`config.mk`:
```
export PLATFORM = sky130hd
export DESIGN_NAME = sgo_config
export DESIGN_NICKNAME = d
export VERILOG_FILES = /design/src/core/sgo_pkg.sv /design/src/core/sgo_gate.sv /design/src/core/sgo_config.sv
export VERILOG_INCLUDE_DIRS = /design/src /design/src/core
export SDC_FILE = /design/constraint.sdc
export NUM_CORES = 1
export LEC_CHECK = 0
export BUFFER_PORTS_ARGS = -buffer_cell sky130_fd_sc_hd__buf_2
export CAP_MARGIN = 40
export CORE_UTILIZATION = 50
export CTS_CLUSTER_DIAMETER = 80
export CTS_CLUSTER_SIZE = 24
export DETAILED_ROUTE_END_ITERATION = 12
export PLACE_DENSITY_LB_ADDON = 0.3
export RECOVER_POWER = 25
export SLEW_MARGIN = 10
export SYNTH_ARGS = -nofsm -noshare
export SYNTH_HDL_FRONTEND = slang
export SYNTH_HIERARCHICAL = 1
export SYNTH_SLANG_ARGS = --single-unit
```
`constraint.sdc`:
```
create_clock -name clk -period 6.8 [get_ports clk]
set_input_delay 0.34 -clock clk [delete_from_list [all_inputs] [get_ports clk]]
set_output_delay 0.34 -clock clk [all_outputs]
set_load 0.01 [all_outputs]
```
`src/core/sgo_defines.svh`:
```
// register offsets, field positions, reset values and codes of the sync gate config bank
// assumes an 8-bit register data path with 12-bit register addresses
`ifndef SGO_DEFINES_SVH
`define SGO_DEFINES_SVH

`define SGO_ADDR_W          12
`define SGO_OFS_GLOBAL_GATE 12'h160
`define SGO_OFS_BLOCK_GATES 12'h161
`define SGO_OFS_OUT_CONFIG  12'h162
`define SGO_OFS_SRC_SELECT  12'h163

`define SGO_RST_GLOBAL_GATE 8'h00
`define SGO_RST_BLOCK_GATES 8'h00
`define SGO_RST_OUT_CONFIG  8'h00
`define SGO_RST_SRC_SELECT  8'h00

`define SGO_BIT_SERIAL_GATE 6
`define SGO_BIT_DOWNC_GATE  4
`define SGO_BIT_OSC_GATE    2
`define SGO_BIT_TIMER_GATE  0
`define SGO_BIT_STAMP       6
`define SGO_BIT_GAIN        3
`define SGO_BIT_COMPLEX     2
`define SGO_BIT_WIDTH       1
`define SGO_BIT_CODING      0

`define SGO_STAMP_ON        2'h3
`define SGO_GAIN_FORCE_6DB  2'h3
`define SGO_GAIN_FORCE_UNIT 2'h2
`define SGO_OUT_CFG_MASK    8'hdf
`define SGO_GLOBAL_MASK     8'h03

`endif

```
`src/core/sgo_pkg.sv`:
```
// types shared by the sync gate config bank
// assumes the defines header for numeric values
package sgo_pkg;
  typedef enum logic [1:0] {
    SGO_GATE_PASS_ALL   = 2'b00,
    SGO_GATE_PASS_FIRST = 2'b01,
    SGO_GATE_BLOCK_ALL  = 2'b10,
    SGO_GATE_ISSUE      = 2'b11
  } sgo_gate_mode_t;

  typedef enum logic [1:0] {
    SGO_SRC_OWN   = 2'b00,
    SGO_SRC_OTHER = 2'b01,
    SGO_SRC_SUM   = 2'b10,
    SGO_SRC_DIFF  = 2'b11
  } sgo_src_t;
endpackage

```
`src/core/sgo_gate.sv`:
```
// one sync pulse gate: pass all, pass first, block all, issue on entry to 11
// assumes sync_in is a clk-synchronous one-cycle pulse and wr_pulse marks a field write
`timescale 1ns/1ps
module sgo_gate (
  // clock and reset
  input  wire logic       clk,
  input  wire logic       sys_rst,
  // control
  input  wire logic [1:0] mode,
  input  wire logic       wr_pulse,
  input  wire logic       issue,
  // pulses
  input  wire logic       sync_in,
  output logic            sync_out
);
  logic passed_ff;
  logic nxt_passed;
  logic pass_now;

  // gate decode from mode code
  assign pass_now = (mode == sgo_pkg::SGO_GATE_PASS_ALL) ||
                    ((mode == sgo_pkg::SGO_GATE_PASS_FIRST) && !passed_ff);
  // rewrite forgets the passed pulse; a pulse in the write cycle does not count
  assign nxt_passed = wr_pulse ? 1'b0 : (passed_ff | (sync_in & pass_now));

  // record of a passed first pulse
  always_ff @(posedge clk or posedge sys_rst) begin
    if (sys_rst) begin
      passed_ff <= 1'b0;
    end else begin
      passed_ff <= nxt_passed;
    end
  end

  // registered gated pulse, or internal pulse on entry to 11
  always_ff @(posedge clk or posedge sys_rst) begin
    if (sys_rst) begin
      sync_out <= 1'b0;
    end else begin
      sync_out <= (sync_in & pass_now) | issue;
    end
  end
endmodule

```
`src/core/sgo_config.sv`:
```
// sync gate, stamp, gain and output configuration bank of the converter back end
// assumes a byte-wide register port (addr, wdata, wr_en, rd_en, rdata) synchronous to clk
// assumes sync_in already sits in the clk domain as a one-cycle high pulse
// assumes the filters, oscillator and serializer read the decoded levels and gated pulses directly
// assumes reset is held for at least one clk edge; every register clears to zero
`timescale 1ns/1ps
`include "sgo_defines.svh"
module sgo_config #(
  parameter int SAMPLE_W = 16
) (
  // clock and reset
  input  wire logic                   clk,
  input  wire logic                   sys_rst,
  // register port
  input  wire logic [`SGO_ADDR_W-1:0] reg_addr,
  input  wire logic [7:0]             reg_wdata,
  input  wire logic                   reg_wr_en,
  input  wire logic                   reg_rd_en,
  output logic      [7:0]             reg_rdata,
  // sync input and gated outputs
  input  wire logic                   sync_in,
  output logic                        global_sync,
  output logic                        serial_out_sync,
  output logic                        downconv_sync,
  output logic                        oscillator_sync,
  output logic                        osc_timer_sync,
  // sample stamping
  input  wire logic                   overrange_on_lsb,
  input  wire logic                   overrange,
  input  wire logic [SAMPLE_W-1:0]    sample_in,
  output logic      [SAMPLE_W-1:0]    sample_out,
  // channel samples into the downconverter sources
  input  wire logic [SAMPLE_W-1:0]    chan_a,
  input  wire logic [SAMPLE_W-1:0]    chan_b,
  output logic      [4*SAMPLE_W-1:0]  downconv_src,
  // decoded configuration
  output logic                        gain_6db,
  output logic                        complex_decim_enable,
  output logic                        output_width_select,
  output logic                        offset_binary
);
  logic [7:0] global_gate_ff;
  logic [7:0] block_gates_ff;
  logic [7:0] out_config_ff;
  logic [7:0] src_select_ff;

  // address decode; a write lands at the edge that sees wr_en, so fields change one cycle later
  // and the gates below see the new code from that cycle on
  logic wr_global;
  logic wr_blocks;
  logic wr_config;
  logic wr_select;
  assign wr_global = reg_wr_en && (reg_addr == `SGO_OFS_GLOBAL_GATE);
  assign wr_blocks = reg_wr_en && (reg_addr == `SGO_OFS_BLOCK_GATES);
  assign wr_config = reg_wr_en && (reg_addr == `SGO_OFS_OUT_CONFIG);
  assign wr_select = reg_wr_en && (reg_addr == `SGO_OFS_SRC_SELECT);

  // register storage; reserved bits are not stored and read zero
  // masking here keeps a stray host write from reaching the gate decode or the lsb path
  always_ff @(posedge clk or posedge sys_rst) begin
    if (sys_rst) begin
      global_gate_ff <= `SGO_RST_GLOBAL_GATE;
      block_gates_ff <= `SGO_RST_BLOCK_GATES;
      out_config_ff  <= `SGO_RST_OUT_CONFIG;
      src_select_ff  <= `SGO_RST_SRC_SELECT;
    end else begin
      if (wr_global) global_gate_ff <= reg_wdata & `SGO_GLOBAL_MASK;
      if (wr_blocks) block_gates_ff <= reg_wdata;
      if (wr_config) out_config_ff <= reg_wdata & `SGO_OUT_CFG_MASK;
      if (wr_select) src_select_ff <= reg_wdata;
    end
  end

  // read mux, unmapped addresses read zero
  // read data is registered and holds between reads, so a slow host may sample it late
  always_ff @(posedge clk or posedge sys_rst) begin
    if (sys_rst) begin
      reg_rdata <= 8'h00;
    end else if (reg_rd_en) begin
      unique case (reg_addr)
        `SGO_OFS_GLOBAL_GATE: reg_rdata <= global_gate_ff;
        `SGO_OFS_BLOCK_GATES: reg_rdata <= block_gates_ff;
        `SGO_OFS_OUT_CONFIG:  reg_rdata <= out_config_ff;
        `SGO_OFS_SRC_SELECT:  reg_rdata <= src_select_ff;
        default:              reg_rdata <= 8'h00;
      endcase
    end
  end

  // five gates: global, then per-block fields from bit 6 down
  // vector order: [4] global, [3] serial lane, [2] downconverter, [1] oscillator, [0] timer
  // each gate keeps its own pass-first record, but a block register write re-arms all four block gates; only the global gate re-arms alone
  logic [4:0] gate_sync;
  logic [9:0] gate_fields;
  logic [9:0] fields_ff;
  logic [4:0] gate_wr;
  assign gate_fields = {global_gate_ff[1:0], block_gates_ff};
  // a block register write re-arms all four block gates, even a field that keeps its code
  assign gate_wr     = {wr_global, {4{wr_blocks}}};

  // previous field values to catch entry into 11
  // only a change into 11 issues; rewriting 11 over 11 stays quiet
  always_ff @(posedge clk or posedge sys_rst) begin
    if (sys_rst) begin
      fields_ff <= 10'h000;
    end else begin
      fields_ff <= gate_fields;
    end
  end

  // shared loop variable of both generate loops
  genvar gi;
  generate
    for (gi = 0; gi < 5; gi++) begin : g_gate
      // held for one cycle, then dropped even while the field stays at 11
      logic issue;
      // one internal pulse when the field newly becomes 11
      assign issue = (gate_fields[2*gi+1:2*gi] == sgo_pkg::SGO_GATE_ISSUE) &&
                     (fields_ff[2*gi+1:2*gi] != sgo_pkg::SGO_GATE_ISSUE);
      // the gate sees the old code during the write cycle and the new one from the next
      sgo_gate u_gate (
        .clk      (clk),
        .sys_rst  (sys_rst),
        .mode     (gate_fields[2*gi+1:2*gi]),
        .wr_pulse (gate_wr[gi]),
        .issue    (issue),
        .sync_in  (sync_in),
        .sync_out (gate_sync[gi])
      );
    end
  endgenerate

  // gated pulses per block
  // the global gate also governs the test pattern path fed from global_sync
  // each output is a registered one-cycle pulse, one clk after the input pulse, or one clk after its field enters 11
  assign global_sync     = gate_sync[4];
  assign serial_out_sync = gate_sync[`SGO_BIT_SERIAL_GATE/2];
  assign downconv_sync   = gate_sync[`SGO_BIT_DOWNC_GATE/2];
  assign oscillator_sync = gate_sync[`SGO_BIT_OSC_GATE/2];
  assign osc_timer_sync  = gate_sync[`SGO_BIT_TIMER_GATE/2];

  // output configuration decode
  logic [1:0] stamp_sel;
  logic [1:0] gain_sel;
  logic       gain_force_on;
  logic       gain_force_off;
  assign stamp_sel            = out_config_ff[`SGO_BIT_STAMP+1:`SGO_BIT_STAMP];
  assign gain_sel             = out_config_ff[`SGO_BIT_GAIN+1:`SGO_BIT_GAIN];
  assign complex_decim_enable = out_config_ff[`SGO_BIT_COMPLEX];
  assign output_width_select  = out_config_ff[`SGO_BIT_WIDTH];
  assign offset_binary        = out_config_ff[`SGO_BIT_CODING];
  // codes 0x3 and 0x2 override the mode; 00 and 01 leave the 6dB step to complex decimation
  assign gain_force_on  = (gain_sel == `SGO_GAIN_FORCE_6DB);
  assign gain_force_off = (gain_sel == `SGO_GAIN_FORCE_UNIT);
  assign gain_6db       = gain_force_on | (~gain_force_off & complex_decim_enable);

  // sample lsb replacement and coding
  // offset binary only flips the sign bit; the lsb choice is made after coding
  logic [SAMPLE_W-1:0] coded;
  logic                lsb;
  assign coded = offset_binary ? {~sample_in[SAMPLE_W-1], sample_in[SAMPLE_W-2:0]} : sample_in;
  assign lsb   = overrange_on_lsb ? overrange :
                 (stamp_sel == `SGO_STAMP_ON) ? sync_in : coded[0];

  // sample register, one cycle of latency like the rest of the data path
  always_ff @(posedge clk or posedge sys_rst) begin
    if (sys_rst) begin
      sample_out <= '0;
    end else begin
      sample_out <= {coded[SAMPLE_W-1:1], lsb};
    end
  end

  // downconverter source muxes, odd ones swap own/other channel
  // one bit of sign extension keeps the sum and difference from wrapping before the halving
  // halving is an arithmetic shift, so an odd sum rounds toward minus infinity
  logic [SAMPLE_W:0] half_sum;
  logic [SAMPLE_W:0] half_dif;
  assign half_sum = {chan_a[SAMPLE_W-1], chan_a} + {chan_b[SAMPLE_W-1], chan_b};
  assign half_dif = {chan_a[SAMPLE_W-1], chan_a} - {chan_b[SAMPLE_W-1], chan_b};

  generate
    for (gi = 0; gi < 4; gi++) begin : g_src
      logic [1:0]          sel;
      logic [SAMPLE_W-1:0] first;
      logic [SAMPLE_W-1:0] second;
      logic [SAMPLE_W-1:0] pick;
      localparam bit SWAP = (gi % 2 == 1); // odd downconverters take channel b as their own
      assign sel    = src_select_ff[2*gi+1:2*gi];
      assign first  = SWAP ? chan_b : chan_a;
      assign second = SWAP ? chan_a : chan_b;
      assign pick   = (sel == sgo_pkg::SGO_SRC_OWN)   ? first :
                      (sel == sgo_pkg::SGO_SRC_OTHER) ? second :
                      (sel == sgo_pkg::SGO_SRC_SUM)   ? half_sum[SAMPLE_W:1] :
                                                        half_dif[SAMPLE_W:1];
      // source register of this downconverter's slice
      always_ff @(posedge clk or posedge sys_rst) begin
        if (sys_rst) begin
          downconv_src[gi*SAMPLE_W +: SAMPLE_W] <= '0;
        end else begin
          downconv_src[gi*SAMPLE_W +: SAMPLE_W] <= pick;
        end
      end
    end
  endgenerate
endmodule

```
== After elaboration in Yosys (flattened, before gate mapping) ==
Cells that the tools add are included.

* Bits in registers: 133
* Bits of input ports: 75
* Logic and storage cells: 126

* Add/sub/neg operators: 2
* Equal/unequal tests: 30
* Mux-type cells: 21
* Bitwise gates (word level): 19
* Reduce and logical (&&, ||, !) cells: 33

{| class="wikitable"
|+ Operators by type and width
! kind !! number
|-
| $mux 16 || 13
|-
| $eq 12x9->1 const B || 4
|-
| $pmux 8 s4 || 1
|-
| $eq 2x2->1 const B || 12
|-
| $eq 2x1->1 const B || 9
|-
| $logic_not 2->1 || 9
|-
| $add 16x16->17 || 1
|-
| $sub 16x16->17 || 1
|-
| $logic_and 1x1->1 || 14
|-
| $or 1x1->1 || 11
|-
| $ne 2x2->1 const B || 5
|-
| $mux 1 || 7
|-
| $and 1x1->1 || 6
|-
| $logic_not 1->1 || 5
|-
| $logic_or 1x1->1 || 5
|-
| $not 1->1 || 2
|}

== Longest topological paths before layout ==
* Depth after elaboration: 6
* Mapped depth: 10
* Mapped depth without buffers: 9

== By module ==
Netlist, hierarchy kept.

{| class="wikitable"
|+ Modules (own cells, without submodules)
! module !! instances !! cells an instance !! area each (um^2)
|-
| sgo_config || 1 || 641 || 7273.2
|-
| sgo_gate || 5 || 8 || 97.6
|}

== Worst setup path before layout ==
No wires, ideal clock.

* Path type: input to register
* From: in chan_b[11]
* To: reg downconv_src[28]
* Library setup time: 0.138 ns
* Arrival: 2.381 ns
* Data required time: 6.662 ns
* Setup slack: 4.281 ns
* Cell stages on the path: 10
* Cell sequence: inv_1 ha_1 buf_6 or4_4 nor3_4 o211ai_2 a31oi_1 nor2_1 xnor2_1 mux4_2

* Word-level cells in the longest chain between the ends: 4
* Elaborated cells between the ends (all ways): 5
* Those cells by class: 2 x add/sub; 3 x mux

{| class="wikitable"
|+ Ends and longest elaborated chain
! element !! line !! source
|-
| start, declared || sgo_config.sv:34 || <nowiki>input wire logic [SAMPLE_W-1:0] chan_b,</nowiki>
|-
| $sub 16x16->17 or $add 16x16->17 (tied branches) || sgo_config.sv:180, sgo_config.sv:179 ||
|-
| $mux 16 (*) || sgo_config.sv:194 || <nowiki>(sel == sgo_pkg::SGO_SRC_SUM) ? half_sum[SAMPLE_W:1] :</nowiki>
|-
| $mux 16 (*) || sgo_config.sv:193 || <nowiki>(sel == sgo_pkg::SGO_SRC_OTHER) ? second :</nowiki>
|-
| $mux 16 (*) || sgo_config.sv:192 || <nowiki>assign pick = (sel == sgo_pkg::SGO_SRC_OWN) ? first :</nowiki>
|-
| net g_src[1].pick[12] || sgo_config.sv:187 || <nowiki>logic [SAMPLE_W-1:0] pick;</nowiki>
|-
| end signal, assigned by index || sgo_config.sv:201 || <nowiki>downconv_src[gi*SAMPLE_W +: SAMPLE_W] <= pick;</nowiki>
|-
| end, declared || sgo_config.sv:35 || <nowiki>output logic [4*SAMPLE_W-1:0] downconv_src,</nowiki>
|}

Mark *: on every way through the listed nets, which the timed path passes. The rest lies on a longest branch.
A chain may end at the register's enable or synchronous reset.

== Worst setup path in the final report ==
* From: in chan_b[10]
* To: reg downconv_src[14]

* Word-level cells in the longest chain between the ends: 4
* Elaborated cells between the ends (all ways): 5
* Those cells by class: 2 x add/sub; 3 x mux

{| class="wikitable"
|+ Ends and longest elaborated chain
! element !! line
|-
| $sub 16x16->17 or $add 16x16->17 (tied branches) || sgo_config.sv:180, sgo_config.sv:179
|-
| $mux 16 (*) || sgo_config.sv:194
|-
| $mux 16 (*) || sgo_config.sv:193
|-
| $mux 16 (*) || sgo_config.sv:192
|-
| net g_src[0].pick[14] || sgo_config.sv:187
|}

Marks and branches as above.

==> results.yml <==
outcome:
  status: "finished, final reports clean"
finish:
  area_growth_syn_to_layout_pct: 19.73
  fillers: 1277
  final_nets: 949
  fin_cells: 1042
  diodes: 0
  drive_above_1_share_pct: 31.26
  stdcell_area_um2: 9293
  final_util_pct: 61.13
logic_synthesis:
  netlist.area_leader.share_pct: 42.88
  avgSynthCellArea_um2: 11.40
  syn_inst: 681
  synthArstFlopShare_pct: 100.0
  synth_area_um2: 7761
  ys_top_cells_by_count: "dfrtp_1 (133), inv_1 (52), mux4_2 (42)"
  synthesis.nets: 788
  synth_ff_type: "dfrtp_1"
  ys_top_cells_by_area: "dfrtp_1 (43%), mux4_2 (12%), mux2_2 (4.9%)"
  synth_edf_count: 0
  synth_area_leader_cell: "dfrtp_1"
  synth.most_common_cell: "dfrtp_1"
  synth_cell_types: 69
  yosysWarnings: 6
  yosysSeqAreaShare_pct: 42.88
  synth_seq_cells: 133
global_route:
  grt_max_degree: 65
  busiest_layer: "met2"
  globalRouteTotalUtil_pct: 26.67
  met2_usage_pct: 42.48
  grtUsageMet1_pct: 35.87
  grt_pass1_wl_mm: 32.60
  grtUsageMet3_pct: 4.429
  antenna_found_initial: 0
  grt.overflow.total: 0
  grt_pass1_vias: 6171
clocking:
  clock-sinks: 133
  htree_levels: 4
  cts_buffers: 17
  cts_buffer_depth: 2
  cts.clk_slew.worst_paths_ns: 0.06
  clock_latency_ns: 0.43
  cts_setup_buffers: 0
  cts_tree: "done"
  cts-root-buf: "clkbuf_16"
timing:
  worst_pin_slew_ns: 0.8046
  max_freq_mhz: 354.6
  report.final.slew_viol_count: 0
  fin_worst_skew_ns: 0.009077
  finalSetupViolCount: 0
  slew_headroom_pct: 46.36
  post-route-period-util_pct: 41.48
  setup-tns-final_ns: 0
  rsz0062_at_grt: "no"
  min_period_ns: 2.820
  hold_viol: 0
critical_path:
  crit_family: "simple AND/OR/NAND/NOR gates"
  critPathArrivalTime_ns: 3.12
  regToRegSetupSlack_ns: 4.86
  slowest_stage: "ha_1"
  max_stage_delay_ns: 0.76
  startpoint: "chan_b[10]"
  crit_buf_inv: 2
  critical_path.endpoint_type: "register"
  path_class: "in -> reg"
  start_kind: "input port"
  required_ns: 7.10
  crit_fanout: 22
  crit_top_cell: "nand3_1"
  path_cells: "buf_2 > inv_1 > ha_1 > nand3_1 > nor2_1 > nand3_1 > o2111a_1 > a211oi_2 > mux2i_1 > nor4_1"
  reg2reg_from: "src_select_ff[6]"
floorplanning:
  die_h_um: 126.6
  die_w_um: 126.6
  start_util_pct: 51.05
  fp.coreArea_um2: 15200
  ioPinCount: 172
  std_cell_rows: 45
  die-area_um2: 16030
worst_hold_path:
  hp-class: "in -> reg"
  worstHoldStart: "sample_in[12]"
routing:
  postRouteAntennaNets: 0
  drt-wirelength-per-cell_um: 19.76
  drt_wl_total_mm: 20.59
  num_vias: 6221
  remaining_drc_errors: 0
  first_pass_iters: 5
  dr.first_iter.drc_count: 424
  viasPerCell: 5.970
place:
  hpwl_mm: 14.66
  gp_congestion: 0.9518
  dp.cells: 1010
  numPortBuffers: 171
  dpl_cell_area_um2: 8755
pwr:
  power.leakage_nw: 4.166
  ir_worst_vdd_uv: 174.2
  total_power_mw: 2.091
  p_per_area_nw_per_um2: 225.0
run:
  maxCapViolCount: 0
[metal layers]
layer	wire, um	share of wire [%]
met5	0	0
met4	607	2.9
met2	9861	48
met1	8882	43
met3	1243	6.0
[placed cells by master (no fill, tap or decap), types with 6 or more instances in the layout]
| cell type | Yosys | final |
|---|---|---|
| a211oi_1 | 12 | 12 |
| mux4_2 | 42 | 42 |
| o21ai_0 | 21 | 21 |
| mux2_2 | 34 | 34 |
| clkbuf_16 | 0 | 17 |
| a22oi_1 | 7 | 7 |
| buf_2 | 5 | 123 |
| nand2b_1 | 13 | 13 |
| buf_4 | 2 | 9 |
| o221ai_1 | 6 | 6 |
| nor3_1 | 10 | 10 |
| inv_1 | 52 | 51 |
| mux2i_1 | 17 | 17 |
| a221oi_1 | 9 | 9 |
| clkbuf_1 | 24 | 50 |
| xor2_1 | 9 | 9 |
| xnor2_1 | 16 | 16 |
| nand2_1 | 32 | 32 |
| nor2_1 | 38 | 38 |
| dfrtp_1 | 133 | 133 |
| ha_1 | 30 | 30 |
| nor2b_1 | 16 | 16 |
| a21oi_1 | 31 | 31 |
| nand3_1 | 16 | 16 |
| and2_1 | 9 | 9 |
[area by class of cell]
| cell class | count | area, um^2 | area share (%) |
|---|---|---|---|
| Clock inverter | 12 | 155.1 | 1.670 |
| Sequential cell | 133 | 3328 | 35.82 |
| Clock buffer | 19 | 432.9 | 4.659 |
| Timing Repair Buffer | 181 | 873.3 | 9.398 |
| Inverter | 53 | 201.4 | 2.168 |
| Multi-Input combinational cell | 456 | 4066 | 43.76 |
| Tap cell | 188 | 235.2 | 2.531 |
[flip-flops by register name, summed over array words and instances (netlist names)]
signal and flops:
block_gates_ff 8, sample_out 16, g_gate.u_gate/passed_ff 5, out_config_ff 7, g_gate.u_gate/sync_out 5, downconv_src 64, fields_ff 10, global_gate_ff 2
src_select_ff 8, reg_rdata 8
[final timing paths]
check,endpoint,cells after the start
worst max-delay path,downconv_src[14],10
worst min-delay path,sample_out[12],1
worst max register to register,downconv_src[57],5
worst min register to register,fields_ff[9],0
max in group asynchronous,fields_ff[8],4
min in group asynchronous,g_gate[3].u_gate/sync_out,3
[logic make-up (layout without fill, tap and decap cells)]
kind of cell             after synthesis  count (layout)  synth area share (%)
flip-flops                           133             133                 42.88
XOR/XNOR                              25              25                 2.821
adder cells (fa/ha/maj)               32              32                 5.352
AND/OR/NAND/NOR                      172             172                 12.64
multiplexers                          93              93                 19.31
buffers and inverters                 92             265                 4.724
AO/OA/AOI/OAI                        134             134                 12.27
[per-stage QoR]
step / hold WS, ns / setup slack (ns)
floorplan: 0.08118 / 3.189
global placement: 0.2812 / 3.747
detailed placement: 0.2813 / 3.618
CTS: 0.008108 / 4.026
global route: 0.01170 / 3.777
finish: 0.02080 / 3.980
[worst reg2reg max path: stages, from the launching register on]
cell and delay [ns]:
dfrtp_1 0.69, buf_4 0.38, nand2_1 0.23, nor4bb_1 0.32
a221oi_1 0.09, nand2_1 0.15
[repair_timing]
item	in CTS	in global routing
resized for setup	0	0
endpoints found under the hold margin	10	0
hold buffers	1	0
[report_power, final]
group	total [mW]	switching (mW)	leakage [nW]	internal, mW
registers	0.826	0.00802	1.64	0.818
clock network	0.926	0.351	0.284	0.575
logic	0.339	0.209	2.25	0.130
Power figures use the tool's default switching activity.
